--- src/cpfp_pkg.sv ---
package cpfp_pkg;

  // -----------------------------------------------------------------
  // widths and positions
  // -----------------------------------------------------------------
  localparam int RAW_W        = 12;
  localparam int CH_W         = 8;
  localparam int RAW_HI_MSB   = 11;
  localparam int RAW_HI_LSB   = 4;
  localparam int RAW_LO_MSB   = 3;
  localparam int RAW_LO_LSB   = 0;
  localparam int GROUP_BYTES  = 3;
  localparam logic [1:0] LAST_BYTE_IDX = 2'h2;

  // -----------------------------------------------------------------
  // reset values
  // -----------------------------------------------------------------
  localparam logic [RAW_W-1:0] RAW_RESET = 12'h000;
  localparam logic [CH_W-1:0]  BYTE_RESET = 8'h00;

  // -----------------------------------------------------------------
  // enumerations
  // -----------------------------------------------------------------
  typedef enum logic {
    raw_mosaic_12bit_packed_mode,
    rgb_24bit_packed_mode
  } cpfp_mode_e;

  typedef enum logic [1:0] {
    color_blue,
    color_green,
    color_red,
    color_full
  } cpfp_color_e;

endpackage

--- src/cpfp_packer.sv ---
`timescale 1ns/1ps
`default_nettype none
// Operation
// [RULE_01] raw mode: 12 bits per pixel, two pixels in each three bytes
// [RULE_02] raw values pass unmodified, the pixel's own filter color sample
// [RULE_03] even rows blue/green, odd rows green/red, by pixel index parity
// [RULE_04] byte one is first pixel bits 11..4, byte three second's
// [RULE_05] middle byte: second pixel low nibble high, first pixel's low
// [RULE_06] raw values are unsigned 12-bit, 0x000 to 0xfff
// [RULE_07] each row starts its first byte with its first pixel, ends likewise
// [RULE_08] rgb mode: 8 bits each of red, green, blue from demosaiced data
// [RULE_09] rgb mode: three bytes per pixel, red then green then blue
// [RULE_10] rgb bytes are unsigned 8-bit, 0x00 to 0xff
// [RULE_11] raw mode assumes an even pixel count per row
// [RULE_12] format select takes effect only at a frame boundary
module cpfp_packer
  import cpfp_pkg::*;
(
  input  wire logic              clk,
  input  wire logic              reset,
  input  wire logic              fmt_sel,
  input  wire logic              in_valid,
  output logic                   in_ready,
  input  wire logic              in_sof,
  input  wire logic              in_eol,
  input  wire logic [RAW_W-1:0]  in_raw,
  input  wire logic [CH_W-1:0]   in_red,
  input  wire logic [CH_W-1:0]   in_green,
  input  wire logic [CH_W-1:0]   in_blue,
  output cpfp_mode_e             cur_mode,
  output logic                   out_valid,
  input  wire logic              out_ready,
  output logic [CH_W-1:0]        out_data,
  output cpfp_color_e            out_color,
  output logic                   out_sol,
  output logic                   out_eol
);

  // -----------------------------------------------------------------
  // state
  // -----------------------------------------------------------------
  typedef struct packed {
    cpfp_mode_e       mode;
    logic             row_odd;
    logic             col_odd;
    logic             row_start;
    logic [RAW_W-1:0] hold_pix;
    logic             hold_sol;
  } cpfp_pack_s;

  cpfp_pack_s st_reg;
  cpfp_pack_s st_next;

  logic                             word_valid;
  logic                             word_ready;
  logic [GROUP_BYTES-1:0][CH_W-1:0] word_bytes;
  cpfp_color_e [GROUP_BYTES-1:0]    word_colors;
  logic                             word_sol;
  logic                             word_eol;
  logic                             in_fire;
  logic                             absorb;
  cpfp_mode_e                       mode_eff;
  logic                             row_eff;
  logic                             col_eff;
  logic                             start_eff;

  function automatic cpfp_color_e mosaic_color(input logic row_odd,
                                               input logic col_odd);
    if (!row_odd) begin
      mosaic_color = col_odd ? color_green : color_blue;
    end else begin
      mosaic_color = col_odd ? color_red : color_green;
    end
  endfunction

  // -----------------------------------------------------------------
  // frame position, mode latch and handshake
  // -----------------------------------------------------------------
  // a start-of-frame pixel sees the new mode itself; mid-frame
  // changes on fmt_sel are ignored until the next frame start
  assign mode_eff  = (in_valid && in_sof) ?                     // [RULE_12]
                     (fmt_sel ? rgb_24bit_packed_mode
                              : raw_mosaic_12bit_packed_mode)
                     : st_reg.mode;
  assign row_eff   = in_sof ? 1'b0 : st_reg.row_odd;
  assign col_eff   = in_sof ? 1'b0 : st_reg.col_odd;
  assign start_eff = in_sof | st_reg.row_start;

  // the first pixel of each raw pair is parked, so it never waits
  assign absorb   = (mode_eff == raw_mosaic_12bit_packed_mode) &&
                    !col_eff;
  assign in_ready = absorb ? 1'b1 : word_ready;
  assign in_fire  = in_valid && in_ready;
  assign word_valid = in_valid && !absorb;
  assign cur_mode = st_reg.mode;

  // -----------------------------------------------------------------
  // group assembly
  // -----------------------------------------------------------------
  always_comb begin
    word_bytes  = '0;
    word_colors = '{color_full, color_full, color_full};
    word_sol    = 1'b0;
    word_eol    = in_eol;
    if (mode_eff == raw_mosaic_12bit_packed_mode) begin
      // raw samples pass untouched; full 12-bit range is legal
      word_bytes[0] = st_reg.hold_pix[RAW_HI_MSB:RAW_HI_LSB]; // [RULE_04]
      word_bytes[1] = {in_raw[RAW_LO_MSB:RAW_LO_LSB],
                       st_reg.hold_pix[RAW_LO_MSB:RAW_LO_LSB]}; // [RULE_05]
      word_bytes[2] = in_raw[RAW_HI_MSB:RAW_HI_LSB];  // [RULE_02] [RULE_06]
      word_colors[0] = mosaic_color(row_eff, 1'b0);         // [RULE_03]
      word_colors[1] = mosaic_color(row_eff, 1'b1);
      word_colors[2] = mosaic_color(row_eff, 1'b1);
      word_sol       = st_reg.hold_sol;                     // [RULE_07]
    end else begin
      word_bytes[0] = in_red;                     // [RULE_08] [RULE_09]
      word_bytes[1] = in_green;                             // [RULE_10]
      word_bytes[2] = in_blue;
      word_sol      = start_eff;                            // [RULE_07]
    end
  end

  always_comb begin
    st_next = st_reg;
    if (in_fire) begin
      st_next.mode      = mode_eff;
      st_next.row_odd   = row_eff;
      st_next.row_start = 1'b0;
      st_next.col_odd   = !col_eff;                         // [RULE_01]
      if (absorb) begin
        st_next.hold_pix = in_raw;
        st_next.hold_sol = start_eff;
      end
      if (in_eol) begin
        // a row is taken to end on an odd pixel in raw mode; an odd
        // count would leave its last pixel parked and lost
        st_next.col_odd   = 1'b0;                           // [RULE_11]
        st_next.row_odd   = !row_eff;                       // [RULE_03]
        st_next.row_start = 1'b1;
      end
    end
  end

  always_ff @(posedge clk or posedge reset) begin
    if (reset) begin
      st_reg           <= '0;
      st_reg.mode      <= raw_mosaic_12bit_packed_mode;
      st_reg.row_start <= 1'b1;
      st_reg.hold_pix  <= RAW_RESET;
    end else begin
      st_reg <= st_next;
    end
  end

  // -----------------------------------------------------------------
  // byte output
  // -----------------------------------------------------------------
  cpfp_byte_serializer u_ser (
    .clk         (clk),
    .reset       (reset),
    .word_valid  (word_valid),
    .word_ready  (word_ready),
    .word_bytes  (word_bytes),
    .word_colors (word_colors),
    .word_sol    (word_sol),
    .word_eol    (word_eol),
    .out_valid   (out_valid),
    .out_ready   (out_ready),
    .out_data    (out_data),
    .out_color   (out_color),
    .out_sol     (out_sol),
    .out_eol     (out_eol)
  );

  // -----------------------------------------------------------------
  // checks
  // -----------------------------------------------------------------
  logic word_fire;
  assign word_fire = word_valid && word_ready;

  property p_raw_pair;
    @(posedge clk) disable iff (reset)
      (in_fire && mode_eff == raw_mosaic_12bit_packed_mode)
      |-> (word_fire == col_eff);
  endproperty
  a_raw_pair: assert property (p_raw_pair) // [RULE_01]
    else $error("raw group not formed on second pixel");

  property p_raw_unmodified;
    @(posedge clk) disable iff (reset)
      (word_fire && mode_eff == raw_mosaic_12bit_packed_mode)
      |-> (word_bytes[2] == in_raw[RAW_HI_MSB:RAW_HI_LSB]);
  endproperty
  a_raw_unmodified: assert property (p_raw_unmodified) // [RULE_02]
    else $error("second pixel high bits altered");

  property p_color_order;
    @(posedge clk) disable iff (reset)
      (word_fire && mode_eff == raw_mosaic_12bit_packed_mode)
      |-> (word_colors[0] == (row_eff ? color_green : color_blue)) &&
          (word_colors[2] == (row_eff ? color_red : color_green));
  endproperty
  a_color_order: assert property (p_color_order) // [RULE_03]
    else $error("mosaic color order wrong");

  property p_first_high;
    @(posedge clk) disable iff (reset)
      (word_fire && mode_eff == raw_mosaic_12bit_packed_mode)
      |-> (word_bytes[0] == st_reg.hold_pix[RAW_HI_MSB:RAW_HI_LSB]);
  endproperty
  a_first_high: assert property (p_first_high) // [RULE_04]
    else $error("first byte not first pixel high bits");

  property p_mid_nibbles;
    @(posedge clk) disable iff (reset)
      (in_fire && absorb) ##1 (in_fire && !absorb && !in_sof)
      |-> (word_bytes[1] == {in_raw[RAW_LO_MSB:RAW_LO_LSB],
                             $past(in_raw[RAW_LO_MSB:RAW_LO_LSB], 1)});
  endproperty
  a_mid_nibbles: assert property (p_mid_nibbles) // [RULE_05]
    else $error("middle byte nibbles misplaced");

  property p_row_restart;
    @(posedge clk) disable iff (reset)
      (in_fire && in_eol) |=> (!st_reg.col_odd && st_reg.row_start);
  endproperty
  a_row_restart: assert property (p_row_restart) // [RULE_07]
    else $error("row did not restart at first pixel");

  property p_rgb_order;
    @(posedge clk) disable iff (reset)
      (word_fire && mode_eff == rgb_24bit_packed_mode)
      |-> (word_bytes == {in_blue, in_green, in_red});
  endproperty
  a_rgb_order: assert property (p_rgb_order) // [RULE_09]
    else $error("rgb bytes not red green blue");

  property p_mode_at_frame;
    @(posedge clk) disable iff (reset)
      (st_reg.mode != $past(st_reg.mode, 1))
      |-> $past(in_fire && in_sof, 1);
  endproperty
  a_mode_at_frame: assert property (p_mode_at_frame) // [RULE_12]
    else $error("format changed inside a frame");

endmodule
`default_nettype wire

--- src/cpfp_byte_serializer.sv ---
`timescale 1ns/1ps
`default_nettype none
module cpfp_byte_serializer
  import cpfp_pkg::*;
(
  input  wire logic                     clk,
  input  wire logic                     reset,
  input  wire logic                     word_valid,
  output logic                          word_ready,
  input  wire logic [GROUP_BYTES-1:0][CH_W-1:0] word_bytes,
  input  wire cpfp_color_e [GROUP_BYTES-1:0]    word_colors,
  input  wire logic                     word_sol,
  input  wire logic                     word_eol,
  output logic                          out_valid,
  input  wire logic                     out_ready,
  output logic [CH_W-1:0]               out_data,
  output cpfp_color_e                   out_color,
  output logic                          out_sol,
  output logic                          out_eol
);

  typedef struct packed {
    logic [GROUP_BYTES-1:0][CH_W-1:0] bytes;
    cpfp_color_e [GROUP_BYTES-1:0]    colors;
    logic [1:0]                       idx;
    logic                             busy;
    logic                             sol;
    logic                             eol;
  } cpfp_ser_s;

  cpfp_ser_s st_reg;
  cpfp_ser_s st_next;

  // one bubble between groups keeps the ready path free of out_ready
  assign word_ready = !st_reg.busy;
  assign out_valid  = st_reg.busy;
  assign out_data   = st_reg.bytes[st_reg.idx];
  assign out_color  = st_reg.colors[st_reg.idx];
  assign out_sol    = st_reg.busy && st_reg.sol && (st_reg.idx == 2'h0);
  assign out_eol    = st_reg.busy && st_reg.eol &&
                      (st_reg.idx == LAST_BYTE_IDX);

  always_comb begin
    st_next = st_reg;
    if (st_reg.busy) begin
      if (out_ready) begin
        if (st_reg.idx == LAST_BYTE_IDX) begin
          st_next.busy = 1'b0;
          st_next.idx  = 2'h0;
        end else begin
          st_next.idx = st_reg.idx + 2'h1;
        end
      end
    end else if (word_valid) begin
      st_next.bytes  = word_bytes;
      st_next.colors = word_colors;
      st_next.sol    = word_sol;
      st_next.eol    = word_eol;
      st_next.idx    = 2'h0;
      st_next.busy   = 1'b1;
    end
  end

  always_ff @(posedge clk or posedge reset) begin
    if (reset) begin
      st_reg <= '0;
    end else begin
      st_reg <= st_next;
    end
  end

  // a byte that the host has not taken must not slip or change
  property p_hold_stable;
    @(posedge clk) disable iff (reset)
      (out_valid && !out_ready)
      |=> (out_valid && $stable(out_data) && $stable(out_color));
  endproperty
  a_hold_stable: assert property (p_hold_stable) // [RULE_07]
    else $error("byte changed before the host took it");

endmodule
`default_nettype wire

--- config.mk ---
export PLATFORM = sky130hd
export DESIGN_NAME = cpfp_packer
export DESIGN_NICKNAME = d
export VERILOG_FILES = /design/src/cpfp_pkg.sv /design/src/cpfp_packer.sv /design/src/cpfp_byte_serializer.sv
export SDC_FILE = /design/constraint.sdc
export NUM_CORES = 1
export LEC_CHECK = 0
export BUFFER_PORTS_ARGS = -buffer_cell sky130_fd_sc_hd__buf_2
export CAP_MARGIN = 25
export CORE_MARGIN = 5
export CORE_UTILIZATION = 37
export CTS_CLUSTER_DIAMETER = 50
export DETAILED_ROUTE_END_ITERATION = 6
export PLACE_DENSITY = 0.66
export SYNTH_ARGS = -nofsm -noshare
export SYNTH_HDL_FRONTEND = slang
export SYNTH_SLANG_ARGS = --single-unit
--- constraint.sdc ---
create_clock -name clk -period 2.3 [get_ports clk]
set_input_delay 0.23 -clock clk [delete_from_list [all_inputs] [get_ports clk]]
set_output_delay 0.23 -clock clk [all_outputs]
set_load 0.02 [all_outputs]
==> qor.yml, run 1 <==
route:
  first_pass_iters: 4
  drc: 0
  first_iter_violations: 205
  vias: 2371
  drtAntennaViolNets: 0
  avgViaCountPerCell: 5.62
  avgRoutedWirePerCell_um: 17.8
  wl_um: 7490
finish:
  largest_reg_flops: 31
  layout-drive-gt1-share_pct: 30.1
  n_antenna_cell: 0
  syn2layout_area_growth_pct: 16.5
  nNetsFinal: 368
synth:
  yosysTopAreaCellShare_pct: 45.2
  ys_seq_elements: 49
  yosysMostFrequentCell: "a31oi_1"
  synthTopCellsByArea: "dfrtp_1 (45%), a31oi_1 (12%), o21ai_0 (6.2%), mux2_4 (5.1%), nand3_1 (4.7%)"
  syn_avg_cell_area_um2: 9.53
  syn-cell-area_mm2: 0.00266
  seq_area_frac_synth_pct: 46.2
  synth_enable_flop_cells: 0
  yosysWarningCount: 0
  yosys-top-cells-count: "a31oi_1 (52), dfrtp_1 (48), o21ai_0 (33), nand3_1 (25), clkbuf_1 (19)"
  synth_flop_cell: "dfrtp_1"
  async_flop_share_pct: 100
  syn_inst: 279
  synth_top_area_cell: "dfrtp_1"
  synth_cell_types: 34
  postSynthNetCount: 322
grt:
  grt_pass1_vias: 2323
  grt_max_degree: 30
  grt_pass1_wl_um: 12000
  antenna_found_initial: 0
  overflow: 0
  grt_usage_pct: 17.3
worst_setup_path:
  worstSetupPathType: "reg2reg"
  cp_max_fo: 29
  required_ns: 2.49
  rr_worst_depth: 3
  critPathLaunchType: "flop"
  worst_setup_path_end_kind: "flop"
  arrival_ns: 2.03
die:
  start_util_pct: 38.5
  ios: 58
  die-area_mm2: 0.00898
  num_rows: 30
  die_w_um: 94.8
  die_y_um: 94.8
  fp.coreArea_mm2: 0.00691
power_and_ir_drop:
  irDropWorstVdd_v: 0.000395
  power_leakage_nw: 1.36
  powerDensity_mw_per_mm2: 1300
timing:
  worst_slack_ns: 0.457
  fin_tns_setup_ns: 0
  drv_slew: 0
  max_clock_freq_mhz: 543
  relSlewSlack_pct: 62.5
  setup_viol: 0
  period_needed_ns: 1.84
  fin_crit_sh_pct: 80.1
  tightest_slew_ns: 0.562
  skew_ns: 0.00909
  final_hold_viol_count: 0
  grt_setup_unrepaired: "no"
  whs_ns: 0.168
cts:
  cts_buffers: 5
  path_clk_slew_ns: 0.09
  cts_buffer_depth: 2
  post_cts_resize_count: 0
  cts_tree: "yes"
  cts_htree_levels: 2
  insertion_delay_ns: 0.30
  clkSinkCount: 49
  ctsRootBufferMaster: "clkbuf_8"
place:
  port_buffers: 57
  hpwlAfterDp_um: 5280
  place_congestion: 0.789
  dpl_worst_slack_ns: 0.483
run:
  cap_violations: 0
status:
  status: "completed"
hold_path:
  holdPathStages: 2
  worstHoldPathType: "in2reg"
worst paths after layout:
kind	startpoint	end	slack, ns
worst max-delay path	st_reg[14]	st_reg[14]	0.46
worst min-delay path	in_raw[3]	st_reg[4]	0.17
worst max register to register	st_reg[14]	st_reg[14]	0.46
worst min register to register	st_reg[11]	st_reg[11]	0.52
max in group asynchronous	reset	u_ser.st_reg[24]	1.19
min in group asynchronous	reset	u_ser.st_reg[12]	0.52
critical path: stages (launching register included):
cell and delay, ns:
dfrtp_1 0.43, or3_4 0.56, a31oi_1 0.37, mux2_2 0.38
final cells by class:
type / count / area, µm²
Inverter: 8 / 30.0
Clock buffer: 7 / 76.3
Multi-Input combinational cell: 191 / 1250
Fill cell: 713 / 3810
Sequential cell: 49 / 1230
Clock inverter: 1 / 5.00
Timing Repair Buffer: 70 / 385
Tap cell: 96 / 120
metrics by stage:
stage                     std cells  power (W)  area, µm²  util [%]
final                           422    0.00402       3100      44.8
after global placement          413    0.00349       3010      43.5
after detailed placement        413    0.00355       3010      43.5
after floorplan                 279    0.00295       2660         -
after global routing            422    0.00431       3100      44.8
after CTS                       422    0.00404       3100      44.8
cells by family (layout without fill, tap and decap cells):
kind of cell           count (synthesis)  in the layout  share of synthesized area [%]
muxes                                 28             28                           12.6
and+or+nand+nor                       60             60                           11.1
AOI/OAI and AO/OA                    103            103                           23.4
buffers and inverters                 39             86                           6.69
DFF                                   49             49                           46.2
layer usage:
metal | track usage (%) | wire, µm
met5 | 0 | 0
met3 | 3.75 | 474
met2 | 27.2 | 3580
met1 | 23.9 | 3320
met4 | 4.93 | 107
report_power, final:
group / total, W / internal, W / switching (W)
Clock: 0.000491 / 0.000214 / 0.000277
Sequential: 0.00154 / 0.00128 / 0.000264
Combinational: 0.00199 / 0.000819 / 0.00117
layout by cell type, fill, tap and decap left out:
master,instances
o21ai_0,33
o211ai_1,1
o22ai_1,4
and2_1,1
and3b_1,1
dfstp_2,1
inv_1,7
nor2b_1,3
nand3b_1,1
inv_2,1
mux2_4,9
o221a_2,1
dlygate4sd3_1,1
nor4_1,1
o2111ai_1,1
clkbuf_8,5
a21oi_1,5
dfrtp_1,48
nor3_1,4
or3_4,1
o21a_1,1
buf_2,57
nand3_1,25
nand2_1,17
and3_1,1
a31oi_1,52
clkbuf_1,2
mux2i_1,11
buf_4,12
nor2_1,4
clkinv_2,1
a31o_2,1
o21bai_1,1
nand2b_1,1
a21o_1,2
mux2_2,8
a21o_4,1
what timing repair did:
item,4_1_cts,5_1_grt
hold buffers,1,0
buffers inserted,0,0
hold endpoints to repair,20,0
Note: power is estimated with default switching activity, not from simulation.
==> inputs of run 2 (changes only) <==
==> constraint.sdc (replaced) <==
create_clock -name clk -period 1.9 [get_ports clk]
set_input_delay 0.19 -clock clk [delete_from_list [all_inputs] [get_ports clk]]
set_output_delay 0.19 -clock clk [all_outputs]
set_load 0.02 [all_outputs]
==> run 2 against run 1 <==
  * Clock-buffer cell count did not move
  * Final cell count rose by 1.2%
  * Combinational power rose by 25%
  * Register-to-register slack got worse by 0.23 ns
  * Hold slack got worse by 0.035 ns
  * Non-clock buffer count is 6 higher
  * Final area grew 2.9%
  * Sequential share of layout area is 1.1 points lower
  * Clock power is 28% higher
==> qor.yml, run 2 (synthesis gave the netlist of run 1 again) <==
status:
  status: "completed"  # unchanged
finish:
  largest_reg_flops: 31  # unchanged
  n_antenna_cell: 0  # unchanged
  final_common_cell: "buf_2"  # unchanged
  layout-drive-gt1-share_pct: 31.7  # was 30.1%
  fillers: 713  # unchanged
  syn2layout_area_growth_pct: 19.9  # was 16.5%
  final_cell_mix: "buf_2 (57), a31oi_1 (52), dfrtp_1 (47)"  # was buf_2 (57), a31oi_1 (52), dfrtp_1 (48)
  multiInputGateArea_mm2: 0.00125  # unchanged
  nNetsFinal: 374  # was 368
  regArea_mm2: 0.00123  # about the same
timing:
  period_needed_ns: 1.78
  tightest_slew_ns: 0.507  # was 0.562 ns
  grt_setup_unrepaired: "no"  # unchanged
  fin_crit_sh_pct: 93.8
  fin_tns_setup_ns: 0  # unchanged
  setup_viol: 0  # unchanged
  drv_slew: 0  # unchanged
  final_hold_viol_count: 0  # unchanged
  max_clock_freq_mhz: 561
  relSlewSlack_pct: 66.1  # was 62.5%
  skew_ns: 0.0152  # was 0.00909 ns
power_and_ir_drop:
  power_leakage_nw: 1.40  # was 1.36 nW
  finalPower_w: 0.00501  # was 0.00402 W
  irDropWorstVdd_v: 0.000425  # was 0.000395 V
  powerDensity_mw_per_mm2: 1570  # was 1300 mW/mm²
cts:
  cts_setup_buffers: 0  # unchanged
  insertion_delay_ns: 0.31  # was 0.30 ns
  cts_buffers: 5  # unchanged
  cts_buffer_depth: 2  # unchanged
  ctsRootBufferMaster: "clkbuf_8"  # unchanged
  path_clk_slew_ns: 0.09  # about the same
  clkSinkCount: 49  # unchanged
  cts_htree_levels: 2  # unchanged
  cts_tree: "yes"  # unchanged
worst_setup_path:
  cp_max_fo: 11  # was 29
  worstSetupPathType: "reg2out"  # was reg2reg
  required_ns: 1.71  # was 2.49 ns
  worst_setup_path_end_kind: "primary output"  # was flop
  worst-r2r-setup-slack_ns: 0.23  # was 0.46 ns
  arrival_ns: 1.59  # was 2.03 ns
  critPathLaunchType: "flop"  # unchanged
die:
  die_w_um: 94.8  # unchanged
  fp.coreArea_mm2: 0.00691  # unchanged
  die_y_um: 94.8  # unchanged
  num_rows: 30  # unchanged
  ios: 58  # unchanged
  die-area_mm2: 0.00898  # unchanged
  start_util_pct: 38.5  # unchanged
route:
  avgRoutedWirePerCell_um: 18.0  # was 17.8 µm
  wl_met2_um: 3650  # was 3580 µm
  avgViaCountPerCell: 5.66  # was 5.62
  drc: 0  # unchanged
  highest_layer: "met4"  # unchanged
  wl_met3_um: 457  # was 474 µm
  vias: 2418  # was 2,371
  wl_um: 7680  # was 7490 µm
  first_pass_iters: 4  # unchanged
  wirelength_met1_um: 3420  # was 3320 µm
  drtAntennaViolNets: 0  # unchanged
  first_iter_violations: 264  # was 205
grt:
  grt_max_degree: 27  # was 30
  grt_pass1_vias: 2481  # was 2,323
  grt_pass1_wl_um: 12700  # was 12,000 µm
  grt_usage_pct: 18.0  # was 17.3%
  antenna_found_initial: 0  # unchanged
  overflow: 0  # unchanged
hold_path:
  worstHoldPathType: "in2reg"  # unchanged
place:
  hpwlAfterDp_um: 5450  # was 5280 µm
  place_congestion: 0.794  # was 0.789
  port_buffers: 57  # unchanged
run:
  cap_violations: 0  # unchanged
run 2: where the power goes:
group,switching (W),internal (W)
Combinational,0.00142,0.00107
Clock,0.000339,0.000290
Sequential,0.000347,0.00155
run 2: layout make-up:
class                   instances  share of cell area, %
multi-input cells             191                   39.3
repair buffers                 76                   14.7
flip-flops and latches         49                   38.6
well taps                      96                   3.77
clock buffers                   7                   2.71
inverters                       8                  0.943
run 2: layer usage:
metal	track usage, %	vias up
met1	25.2	1181
met5	0	-
met3	3.51	12
met4	6.61	0
li1	-	1138
met2	27.7	87
run 2: final timing paths:
kind                                  from          end  cells past startpoint
max                        u_ser.st_reg[4]  out_data[6]                      4
min                              in_raw[0]    st_reg[1]                      2
max reg2reg                     st_reg[14]   st_reg[14]                      3
min reg2reg                      st_reg[9]    st_reg[9]                      1
max in group asynchronous            reset   st_reg[13]                      4
min in group asynchronous            reset    st_reg[3]                      3
run 2: repair_timing:
item | 4_1_cts | 5_1_grt
endpoints found under the setup margin | 0 | 5
hold buffers | 1 | 0
hold endpoints to repair | 21 | 0
gates resized for setup | 0 | 1
run 2: per-stage QoR:
step	std cells	setup WS (ns)	area, µm²	utilization, %	hold WS [ns]
floorplan	279	0.0164	2660	-	0.339
global placement	419	0.308	3090	44.7	0.253
detailed placement	419	0.267	3090	44.7	0.261
CTS	427	0.0780	3180	46.1	0.128
global route	427	0.00983	3190	46.1	0.129
finish	427	0.118	3190	46.1	0.132
run 2: worst max-delay path, cell delays in order (launching register included):
cell and delay (ns):
dfrtp_1 0.56, buf_4 0.25, nand2_1 0.06, o22ai_1 0.20, buf_2 0.21
